### src/shared/ctabs_defs.svh
`ifndef CTABS_DEFS_SVH
`define CTABS_DEFS_SVH

// ----------------------------------------------------------------
// sizes
// ----------------------------------------------------------------
`define CTABS_NUM_BUF        3
`define CTABS_WIN_WORDS      4
`define CTABS_MEM_WORDS      12

// ----------------------------------------------------------------
// register byte offsets on the wishbone slave
// ----------------------------------------------------------------
`define CTABS_OFS_EMPTY      8'h00
`define CTABS_OFS_ABORT_REQ  8'h04
`define CTABS_OFS_ABORT_ACK  8'h08
`define CTABS_OFS_BUF_SEL    8'h0C
`define CTABS_OFS_INIT       8'h10
`define CTABS_OFS_IRQ_STAT   8'h14
`define CTABS_OFS_IRQ_CLR    8'h18
`define CTABS_OFS_IRQ_EN     8'h1C
`define CTABS_WIN_PAGE       4'h4

// ----------------------------------------------------------------
// fields and reset values
// ----------------------------------------------------------------
`define CTABS_INIT_REQ_BIT   0
`define CTABS_INIT_ACK_BIT   1
`define CTABS_IRQ_BLOCK_BIT  3
`define CTABS_EMPTY_RST      3'h7
`define CTABS_ABORT_RST      3'h0
`define CTABS_ACK_RST        3'h0
`define CTABS_SEL_RST        3'h0
`define CTABS_IRQ_RST        4'h0

`endif

### src/shared/ctabs_pkg.sv
`include "ctabs_defs.svh"

package ctabs_pkg;

  // ----------------------------------------------------------------
  // state of the control module
  // ----------------------------------------------------------------
  typedef struct packed {
    logic                         initReq;
    logic                         initAck;
    logic [`CTABS_NUM_BUF-1:0]    empty;
    logic [`CTABS_NUM_BUF-1:0]    abortReq;
    logic [`CTABS_NUM_BUF-1:0]    abortAck;
    logic [`CTABS_NUM_BUF-1:0]    bufSel;
    logic [3:0]                   irqStat;
    logic [3:0]                   irqEn;
    logic                         irq;
    logic                         ack;
    logic [31:0]                  datOut;
    logic [31:0]                  engData;
    logic [`CTABS_NUM_BUF-1:0]    pending;
  } ctabs_ctrl_t;

  // ----------------------------------------------------------------
  // state of the buffer store
  // ----------------------------------------------------------------
  typedef struct packed {
    logic [`CTABS_MEM_WORDS-1:0][31:0] mem;
  } ctabs_store_t;

endpackage

### src/shared/ctabs_win_if.sv
`timescale 1ns/1ps

// path between the control logic and the message buffer store
interface ctabs_win_if;
  logic [1:0]  winIdx;    // buffer mapped into the window
  logic [1:0]  winWord;   // word inside the window
  logic        winWrite;  // apply a write this cycle
  logic [3:0]  winSel;    // byte lanes of the write
  logic [31:0] winWrData; // write data
  logic [31:0] winRdData; // read data of the window word
  logic [1:0]  engIdx;    // transmitter buffer fetch
  logic [1:0]  engWord;   // transmitter word fetch
  logic [31:0] engRdData; // transmitter fetch data

  modport ctrl (
    output winIdx, winWord, winWrite, winSel, winWrData, engIdx, engWord,
    input  winRdData, engRdData
  );
  modport store (
    input  winIdx, winWord, winWrite, winSel, winWrData, engIdx, engWord,
    output winRdData, engRdData
  );
endinterface

### src/hdl/ctabs_buf_store.sv
`timescale 1ns/1ps

// three transmit message buffers, one window port and one fetch port
module ctabs_buf_store (
  input  wire logic     clock,   // module clock
  input  wire logic     sys_rst, // async reset, active high
  ctabs_win_if.store    win      // window and fetch path
);

  ctabs_pkg::ctabs_store_t stReg;
  ctabs_pkg::ctabs_store_t stNext;
  logic [3:0]              winAddr;
  logic [3:0]              engAddr;

  // ----------------------------------------------------------------
  // addressing
  // ----------------------------------------------------------------
  // index 3 of a buffer is never driven by the control side
  assign winAddr = {win.winIdx, win.winWord};
  assign engAddr = {win.engIdx, win.engWord};
  assign win.winRdData = stReg.mem[winAddr];
  assign win.engRdData = stReg.mem[engAddr];

  // ----------------------------------------------------------------
  // byte-lane writes
  // ----------------------------------------------------------------
  always_comb begin
    stNext = stReg;
    if (win.winWrite) begin
      for (int b = 0; b < 4; b++) begin
        if (win.winSel[b]) begin
          stNext.mem[winAddr][b*8 +: 8] = win.winWrData[b*8 +: 8];
        end
      end
    end
  end

  // message contents have no meaning after reset, zero keeps reads defined
  always_ff @(posedge clock or posedge sys_rst) begin
    if (sys_rst) begin
      stReg <= '0;
    end else begin
      stReg <= stNext;
    end
  end

endmodule

### src/hdl/ctabs_tx_ctrl.sv
// Design decisions made here: the register addresses and the Wishbone interface to the registers.
`timescale 1ns/1ps
`include "ctabs_defs.svh"

module ctabs_tx_ctrl (
  input  wire logic        clock,      // module clock, 100 MHz
  input  wire logic        sys_rst,    // async reset, active high
  input  wire logic [7:0]  wb_adr_i,   // wishbone byte address
  input  wire logic [31:0] wb_dat_i,   // wishbone write data
  output logic      [31:0] wb_dat_o,   // wishbone read data
  input  wire logic        wb_we_i,    // wishbone write enable
  input  wire logic [3:0]  wb_sel_i,   // wishbone byte lanes
  input  wire logic        wb_cyc_i,   // wishbone cycle
  input  wire logic        wb_stb_i,   // wishbone strobe
  output logic             wb_ack_o,   // wishbone acknowledge
  output logic             irq,        // level interrupt
  input  wire logic [2:0]  txActive,   // frame of buffer on the bus
  input  wire logic [2:0]  txSent,     // pulse, frame sent ok
  input  wire logic [2:0]  txFailed,   // pulse, lost arbitration or error
  output logic      [2:0]  txPending,  // buffers scheduled for sending
  input  wire logic [1:0]  engRdBuf,   // transmitter fetch buffer
  input  wire logic [1:0]  engRdWord,  // transmitter fetch word
  output logic      [31:0] engRdData   // fetch data, one cycle later
);

  // ----------------------------------------------------------------
  // state
  // ----------------------------------------------------------------
  ctabs_pkg::ctabs_ctrl_t cReg;
  ctabs_pkg::ctabs_ctrl_t cNext;

  ctabs_win_if win ();

  ctabs_buf_store u_store (
    .clock   (clock),
    .sys_rst (sys_rst),
    .win     (win.store)
  );

  // ----------------------------------------------------------------
  // bus decode
  // ----------------------------------------------------------------
  logic        busReq;
  logic        busStart;
  logic        busTake;
  logic        wrTake;
  logic [7:0]  regAdr;
  logic        inWin;
  logic [2:0]  wrBits;

  // a request starts one cycle before ack; the write lands on the ack edge
  assign busReq   = wb_cyc_i & wb_stb_i;
  assign busStart = busReq & ~cReg.ack;
  assign busTake  = busReq & cReg.ack;
  assign wrTake   = busTake & wb_we_i & wb_sel_i[0];
  assign regAdr   = {wb_adr_i[7:2], 2'b00};
  assign inWin    = (wb_adr_i[7:4] == `CTABS_WIN_PAGE);
  assign wrBits   = wb_dat_i[2:0];

  // ----------------------------------------------------------------
  // mode
  // ----------------------------------------------------------------
  logic inInit;
  logic writable;

  // init is entered only when request and acknowledge are both set
  assign inInit   = cReg.initReq & cReg.initAck;
  assign writable = ~cReg.initReq & ~cReg.initAck;

  // ----------------------------------------------------------------
  // window selection
  // ----------------------------------------------------------------
  logic [2:0] selLow;
  logic [1:0] selIdx;
  logic       winOpen;

  // isolate the lowest set bit; higher bits take no part
  assign selLow = cReg.bufSel & (~cReg.bufSel + 3'h1);

  always_comb begin
    selIdx = 2'h0;
    if (selLow[1]) begin
      selIdx = 2'h1;
    end else if (selLow[2]) begin
      selIdx = 2'h2;
    end
  end

  // window open only for a selected buffer that is not scheduled
  assign winOpen = (|selLow) & cReg.empty[selIdx];

  assign win.winIdx    = selIdx;
  assign win.winWord   = wb_adr_i[3:2];
  assign win.winWrite  = busTake & wb_we_i & inWin & winOpen;
  assign win.winSel    = wb_sel_i;
  assign win.winWrData = wb_dat_i;
  assign win.engIdx    = engRdBuf;
  assign win.engWord   = engRdWord;

  // ----------------------------------------------------------------
  // abort grant
  // ----------------------------------------------------------------
  logic [2:0] grant;
  logic [2:0] emptySet;

  // a buffer whose frame completed this cycle was sent, not aborted
  assign grant = cReg.abortReq & ~cReg.empty & ~txSent
                 & (~txActive | txFailed);

  // a successful send and a granted abort both free the buffer
  assign emptySet = txSent | grant;

  // ----------------------------------------------------------------
  // next state
  // ----------------------------------------------------------------
  logic [2:0] schedWr;
  logic [2:0] abortWr;
  logic [3:0] irqEvt;
  logic [3:0] irqClr;
  logic       winTouch;

  always_comb begin
    cNext = cReg;

    // register writes decoded per target
    schedWr = 3'h0;
    abortWr = 3'h0;
    irqClr  = 4'h0;
    if (wrTake && writable && regAdr == `CTABS_OFS_EMPTY) begin
      // a one schedules the buffer, a zero leaves it alone
      schedWr = wrBits & cReg.empty;
    end
    if (wrTake && writable && regAdr == `CTABS_OFS_ABORT_REQ) begin
      // only a scheduled buffer may carry a request
      abortWr = wrBits & ~cReg.empty;
    end
    if (wrTake && regAdr == `CTABS_OFS_IRQ_CLR) begin
      irqClr = wb_dat_i[3:0];
    end
    if (wrTake && regAdr == `CTABS_OFS_IRQ_EN) begin
      cNext.irqEn = wb_dat_i[3:0];
    end
    if (wrTake && regAdr == `CTABS_OFS_INIT) begin
      cNext.initReq = wb_dat_i[`CTABS_INIT_REQ_BIT];
    end
    if (wrTake && writable && regAdr == `CTABS_OFS_BUF_SEL) begin
      cNext.bufSel = wrBits;
    end

    // the controller acknowledges an init request one cycle later
    cNext.initAck = cReg.initReq;

    // set wins over a clear arriving in the same cycle
    cNext.empty = (cReg.empty & ~schedWr) | emptySet;

    // cleared whenever the empty flag is set; writing a zero cannot clear it
    cNext.abortReq = (cReg.abortReq | abortWr) & ~cNext.empty;

    // flag survives until software schedules the buffer again or init flushes it
    cNext.abortAck = (cReg.abortAck & ~schedWr) | grant;

    // init holds the transmit registers at their reset values
    if (inInit) begin
      cNext.empty    = `CTABS_EMPTY_RST;
      cNext.abortReq = `CTABS_ABORT_RST;
      cNext.abortAck = `CTABS_ACK_RST;
      cNext.bufSel   = `CTABS_SEL_RST;
    end

    cNext.pending = ~cNext.empty;

    // interrupt events: buffer freed, and a refused window access
    winTouch = busTake & inWin & ~winOpen;
    irqEvt   = {winTouch, emptySet};
    cNext.irqStat = (cReg.irqStat & ~irqClr) | irqEvt;
    cNext.irq     = |(cNext.irqStat & cNext.irqEn);

    // single-cycle answer: ack one cycle after the request appears
    cNext.ack    = busStart;
    cNext.datOut = 32'h0;
    if (busStart && !wb_we_i) begin
      if (inWin) begin
        // blocked window reads return zero
        cNext.datOut = winOpen ? win.winRdData : 32'h0;
      end else begin
        case (regAdr)
          `CTABS_OFS_EMPTY: begin
            cNext.datOut = {29'h0, cReg.empty};
          end
          `CTABS_OFS_ABORT_REQ: begin
            cNext.datOut = {29'h0, cReg.abortReq};
          end
          `CTABS_OFS_ABORT_ACK: begin
            cNext.datOut = {29'h0, cReg.abortAck};
          end
          `CTABS_OFS_BUF_SEL: begin
            cNext.datOut = {29'h0, selLow};
          end
          `CTABS_OFS_INIT: begin
            cNext.datOut = {30'h0, cReg.initAck, cReg.initReq};
          end
          `CTABS_OFS_IRQ_STAT: begin
            cNext.datOut = {28'h0, cReg.irqStat};
          end
          `CTABS_OFS_IRQ_EN: begin
            cNext.datOut = {28'h0, cReg.irqEn};
          end
          default: begin
            cNext.datOut = 32'h0;
          end
        endcase
      end
    end

    // transmitter fetch is registered so the output comes from a flop
    cNext.engData = win.engRdData;
  end

  // ----------------------------------------------------------------
  // state register
  // ----------------------------------------------------------------
  always_ff @(posedge clock or posedge sys_rst) begin
    if (sys_rst) begin
      cReg          <= '0;
      cReg.empty    <= `CTABS_EMPTY_RST;
      cReg.abortReq <= `CTABS_ABORT_RST;
      cReg.abortAck <= `CTABS_ACK_RST;
      cReg.bufSel   <= `CTABS_SEL_RST;
      cReg.irqStat  <= `CTABS_IRQ_RST;
      cReg.irqEn    <= `CTABS_IRQ_RST;
    end else begin
      cReg <= cNext;
    end
  end

  // ----------------------------------------------------------------
  // outputs
  // ----------------------------------------------------------------
  assign wb_dat_o  = cReg.datOut;
  assign wb_ack_o  = cReg.ack;
  assign irq       = cReg.irq;
  assign txPending = cReg.pending;
  assign engRdData = cReg.engData;

endmodule

### config.mk
export PLATFORM = sky130hd
export DESIGN_NAME = ctabs_tx_ctrl
export DESIGN_NICKNAME = d
export VERILOG_FILES = /design/src/shared/ctabs_pkg.sv /design/src/shared/ctabs_win_if.sv /design/src/hdl/ctabs_buf_store.sv /design/src/hdl/ctabs_tx_ctrl.sv
export VERILOG_INCLUDE_DIRS = /design/src /design/src/shared
export SDC_FILE = /design/constraint.sdc
export NUM_CORES = 1
export LEC_CHECK = 0
export BUFFER_PORTS_ARGS = -buffer_cell sky130_fd_sc_hd__buf_2
export CAP_MARGIN = 20
export CORE_AREA = 4 4 247 249
export CTS_CLUSTER_DIAMETER = 40
export DETAILED_ROUTE_END_ITERATION = 10
export DIE_AREA = 0 0 251 253
export MAX_ROUTING_LAYER = met4
export PLACE_DENSITY_LB_ADDON = 0.3
export SLEW_MARGIN = 25
export SYNTH_ARGS = -nofsm -noshare
export SYNTH_HDL_FRONTEND = slang
export SYNTH_HIERARCHICAL = 1
export SYNTH_SLANG_ARGS = --single-unit
### constraint.sdc
create_clock -name clock -period 13.87 [get_ports clock]
set_input_delay 1.387 -clock clock [delete_from_list [all_inputs] [get_ports clock]]
set_output_delay 1.387 -clock clock [all_outputs]
set_load 0.02 [all_outputs]
Word-level counts from Yosys, hierarchy flattened
Cells that the tools add are included.

storage, ports and cells
  register bits after elaboration = 475
  latch bits = 0
  memory bits (writable) = 0
  bits in read-only memories = 0
  bits of input ports = 62
  output and inout bits = 69
  logic and storage cells = 130
  memories = 0

cells by class
  add/sub/neg operators = 1
  $mul = 0
  div/mod/pow operators = 0
  $lt $le $gt $ge = 4
  eq/ne operators = 8
  shift operators = 0
  muxes and demuxes = 37
  bitwise operators = 41
  reduce and logical (&&, ||, !) cells = 14

operators by type and width
  operator                                                                      number
  384-bit two-way mux                                                           7
  384-bit bitwise mux                                                           4
  32-bit demux with 4-bit select                                                4
  32-bit binary-select mux with 4-bit select                                    2
  32-bit two-way mux                                                            6
  4-bit one-hot mux with 7 select lines                                         1
  3-bit bitwise AND                                                             9
  6-bit by 3-bit == test with 1-bit output, second input constant               4
  24-bit two-way mux                                                            1
  3-bit inverter                                                                7
  16-bit two-way mux                                                            1
  3-bit OR                                                                      5
  1-bit bitwise AND                                                             12
  6-bit by 2-bit == test with 1-bit output, second input constant               2
  12-bit two-way mux                                                            1
  4-bit by 5-bit less-than comparator with 1-bit output, second input constant  2
  1-bit logical AND                                                             9
  3-bit two-way mux                                                             3
  4-bit bitwise AND                                                             2
  8-bit zero test                                                               1
  4-bit two-way mux                                                             2
  8-bit two-way mux                                                             1
  6-bit by 1-bit == test with 1-bit output, second input constant               1
  4-bit by 3-bit == test with 1-bit output, second input constant               1
  other kinds (13)                                                              17

Depth between registers and ports, before layout
  word-level depth = 20
  gate-level depth with buffers = 10
  gate-level depth less buffers = 7

Cells and area by module
The synthesis kept the hierarchy.

by module, submodules not included
  module           times used  cells each  area an instance (µm²)  sequential area each (µm²)
  ctabs_buf_store  1           1420        20563.5                 9609.2
  ctabs_tx_ctrl    1           319         3852.4                  2280.9

Least setup slack after synthesis
OpenSTA, ideal clock, no wires.

  kind = in2reg
  from = in wb_adr_i[5]
  to = reg u_store/stReg[344] (netlist name)
  library setup time = 0.125 ns
  arrival time = 3.120 ns
  required time = 13.745 ns
  slack = 10.625 ns
  stages = 8
  path buffers = 1
  path through = nor3_1 > nand2_1 > nor2_1 > and3_1 > buf_4 > nand4b_4 > nor3b_4 > mux2_2

between the ends
  word-level cells in the longest chain between the ends = 3

RTL lines
  item                                                RTL line               text
  start: declaration                                  ctabs_tx_ctrl.sv:8     input wire logic [7:0] wb_adr_i,
  4-bit by 3-bit == test with 1-bit output (no line)  n/a
  1-bit bitwise AND (2 in series)                     ctabs_tx_ctrl.sv:94    assign win.winWrite = busTake & wb_we_i & inWin & winOpen;
  net win.winWrite                                    ctabs_win_if.sv:7      logic winWrite;
  end signal: assignment                              ctabs_buf_store.sv:43  stReg <= stNext;
  end: declaration                                    ctabs_buf_store.sv:10  ctabs_pkg::ctabs_store_t stReg;

The timed path passes the listed nets, and every way through them passes these cells.
A chain may end at the register's enable or synchronous reset.

==> flow_summary_export.csv <==
group,metric,value,unit
power,power_frac_seq,0.390,
setup_path,end_kind,"flip-flop",
floorplanning,core,0.0587,mm^2
drt,drcViolationCount,0,
synthesis,synth_fp_nets,1801,
timing,fin_ws,10110,ps
drt,drt_iter0_drc,1108,
timing,tns,0,ps
grt,grt.total_usage,0.212,
grt,grt_pass1_vias,16438,
setup_path,start_kind,"primary input",
synthesis,async_flop_share,1.00,
synthesis,synth_area_per_cell,14.0,um^2
timing,hold_violations,0,
synthesis,synthDistinctLibCells,55,
timing,fmax,266,MHz
timing,slew_headroom,0.315,
flow_run,maxCapViolCount,0,
floorplanning,row_count,89,
power,swShare,0.229,
power,ir_worst_vdd,0.0816,mV
grt,grt_pass1_wl,101,mm
place,post-place-ws,9390,ps
timing,setup_viol,0,
setup_path,cp-startpoint,"wb_adr_i[3]",
drt,viasPerCell,5.84,
synthesis,synthTopCellsByArea,"dfrtp_1 48%, mux2_2 21%, mux4_2 15%",
cts,post_cts_buffers,0,
drt,drt-total-wl,65.2,mm
setup_path,crit_buf_inv,2,
setup_path,path_common_cell,"a21oi_1",
setup_path,r2r_end,"u_store/stReg[220]",
timing,grt_setup_unrepaired,"false",
layout,finalInstanceArea,0.0279,mm^2
power,cellPowerDensity,128,mW/mm^2
floorplanning,pin_count,131,
cts,path_clk_slew,50,ps
power,clockPowerShare,0.563,
grt,grt_max_degree,194,
timing,post-route-period-util,0.271,
layout,nets,1830,
timing,slew_violations,0,
setup_path,r2r_slack,10520,ps
setup_path,critPathMaxStageDelay,890,ps
setup_path,crit_end,"wb_dat_o[0]",
setup_path,crit_fanout,77,
synthesis,synth_seq_cells,475,
synthesis,yosys_most_used_dff,"dfrtp_1",
synthesis,syn-cell-area,0.0244,mm^2
synthesis,synth_edf_count,0,
cts,cts_resized,0,
grt,grt.overflow.total,0,
place,place.gp.congestion,0.793,
setup_path,rr_worst_depth,6,
grt,antenna_found_initial,7,
place,post-dp-hpwl,38.9,mm
cts,htreeDepth,3,
setup_path,crit_chain,"buf_6 > buf_4 > mux4_2 > a22oi_1 > nand2_1 > a21oi_1 > a21oi_1",
cts,hold_buffers,0,
drt,vias,15219,
layout,drive_gt1_frac,0.514,
status,outcome,"finished clean",
cts,cts_root_buffer,"clkbuf_16",
synthesis,synthCells,1739,
setup_path,critPathKind,"in -> reg",
min_path,hold_class,"reg -> reg",
power,p_sw,0.000819,W
floorplanning,fp.dieH,253,um
setup_path,cp_top_family,"buffers and inverters",
power,internal_power,0.00276,W
place,portBuffers,128,
synthesis,yosys.area.top_type,"dfrtp_1",
timing,fin_skew,19.1,ps
cts,clkLatencyLatePin,610,ps
setup_path,worstPathArrival,4240,ps
drt,drt_pass1_iterations,5,
synthesis,synth_warnings,6,
floorplanning,initial_core_util,0.416,
cts,cts_tree,"yes",
floorplanning,die_area,0.0635,mm^2
cts,cts_buffers,77,
place,post_dp_cell_area,0.0251,mm^2
setup_path,r2r-start,"cReg[86]",
setup_path,cp_slowest_cell,"buf_4",
setup_path,cp_num_cells,7,
cts,ctsLongestPathBuffers,3,
timing,tightest_slew,1030,ps
timing,min_period,3760,ps
drt,wl_per_cell,25.0,um
power,pwr-share-comb,0.047,
synthesis,seq_area_frac_synth,0.487,
cts,cts_sinks,475,
drt,ant_nets,0,
power,power.static_leakage,13.3,nW
layout,area_delta_synth_final,14.4,%
synthesis,netlist.area_leader.share,0.484,
floorplanning,fp.dieW,251,um
setup_path,cp.required,14350,ps
final cells by class:
cell class | instances | area, um^2
antenna | 5 | 12.5
clock buffer | 102 | 2210
clock inverter | 39 | 531
fill | 5097 | 30800
inverter | 8 | 45.0
multi-input combinational | 1058 | 11400
sequential | 475 | 11900
tap | 773 | 967
timing repair buffer | 148 | 845
metrics by stage:
stage,std cells,hold slack [ps],util,power (W)
after global routing,2608,530,0.476,0.00370
after floorplan,1739,434,-,0.00154
after CTS,2602,492,0.475,0.00362
after detailed placement,2461,483,0.428,0.00159
after global placement,2461,470,0.428,0.00159
final,2608,486,0.476,0.00357
state kept, by name, summed over array words and instances, names as in the netlist:
name and count:
u_store/stReg 384, irq 1, wb_dat_o 32, wb_ack_o 1
txPending 3, cReg 21, cNext 1, engRdData 32
logic make-up (layout without fill, tap and decap cells):
logic type / after synthesis / count (layout) / share of synthesized area
multiplexers: 622 / 622 / 0.361
buffers and inverters: 206 / 297 / 0.0469
AND/OR/NAND/NOR: 303 / 303 / 0.0665
flip-flops: 475 / 475 / 0.487
AO/OA/AOI/OAI: 133 / 133 / 0.0384
other: 0 / 5 / 0
worst min-delay path by stage:
stage                   start        to  depth (start not counted)
floorplan           cNext[89]  cReg[89]                          0
global placement    cNext[89]  cReg[89]                          0
detailed placement  cNext[89]  cReg[89]                          0
CTS                 cNext[89]  cReg[89]                          0
global route        cNext[89]  cReg[89]                          0
finish              cNext[89]  cReg[89]                          0
power by group through the flow:
stage	clock (W)	combinational, W	sequential (W)
final	0.00201	0.000168	0.00140
after global routing	0.00212	0.000183	0.00139
after CTS	0.00205	0.000170	0.00140
after detailed placement	0	0.000170	0.00142
after global placement	0	0.000168	0.00142
after floorplan	0	0.000117	0.00142
metal layers:
metal | global-route usage | vias to the layer above | routed length, um
met5 | - | - | 0
met4 | 0.0628 | 0 | 1380
met3 | 0.0419 | 101 | 3800
met2 | 0.336 | 435 | 31500
met1 | 0.281 | 8158 | 28500
li1 | - | 6525 | -
worst reg2reg max path: stages (launching register included):
cell and delay, ps:
dfstp_2 540, inv_1 90, a22oi_1 350, and3_1 740, and4bb_1 360, nor2b_1 710, mux2_2 420
synth_stat cells, types with 4 or more instances:
| master | n |
|---|---|
| and2_1 | 30 |
| buf_1 | 7 |
| a31oi_1 | 7 |
| nand2b_1 | 14 |
| nand4b_1 | 6 |
| buf_4 | 76 |
| a21oi_1 | 7 |
| nand2_1 | 129 |
| mux2_2 | 450 |
| a22oi_1 | 36 |
| inv_1 | 8 |
| nor3_1 | 4 |
| nor2_1 | 46 |
| o31ai_1 | 36 |
| dfrtp_1 | 472 |
| buf_2 | 42 |
| mux2i_1 | 7 |
| o41ai_1 | 4 |
| nor2b_1 | 12 |
| mux4_2 | 162 |
| clkbuf_1 | 69 |
| nand3_1 | 5 |
| o22ai_1 | 32 |
| nor2_2 | 22 |
| nand3b_1 | 7 |
cells in the final DEF (no fill, tap or decap), drive strengths merged, types with 4 or more instances in the layout:
master,count
nand2b,14
nand2,130
nand3,6
and4bb,4
clkbuf,102
nor2b,12
nor4,4
nor3,4
dfrtp,472
clkinvlp,9
o41ai,4
nor2,69
buf,148
o22ai,32
inv,15
nand3b,7
a21oi,7
nand4b,7
diode,5
mux2i,7
clkinv,13
a31oi,7
mux4,162
o31ai,36
nand4,4
a22oi,36
and2,31
mux2,453
bufinv,10
No activity file was read; power rests on OpenSTA's default activity.
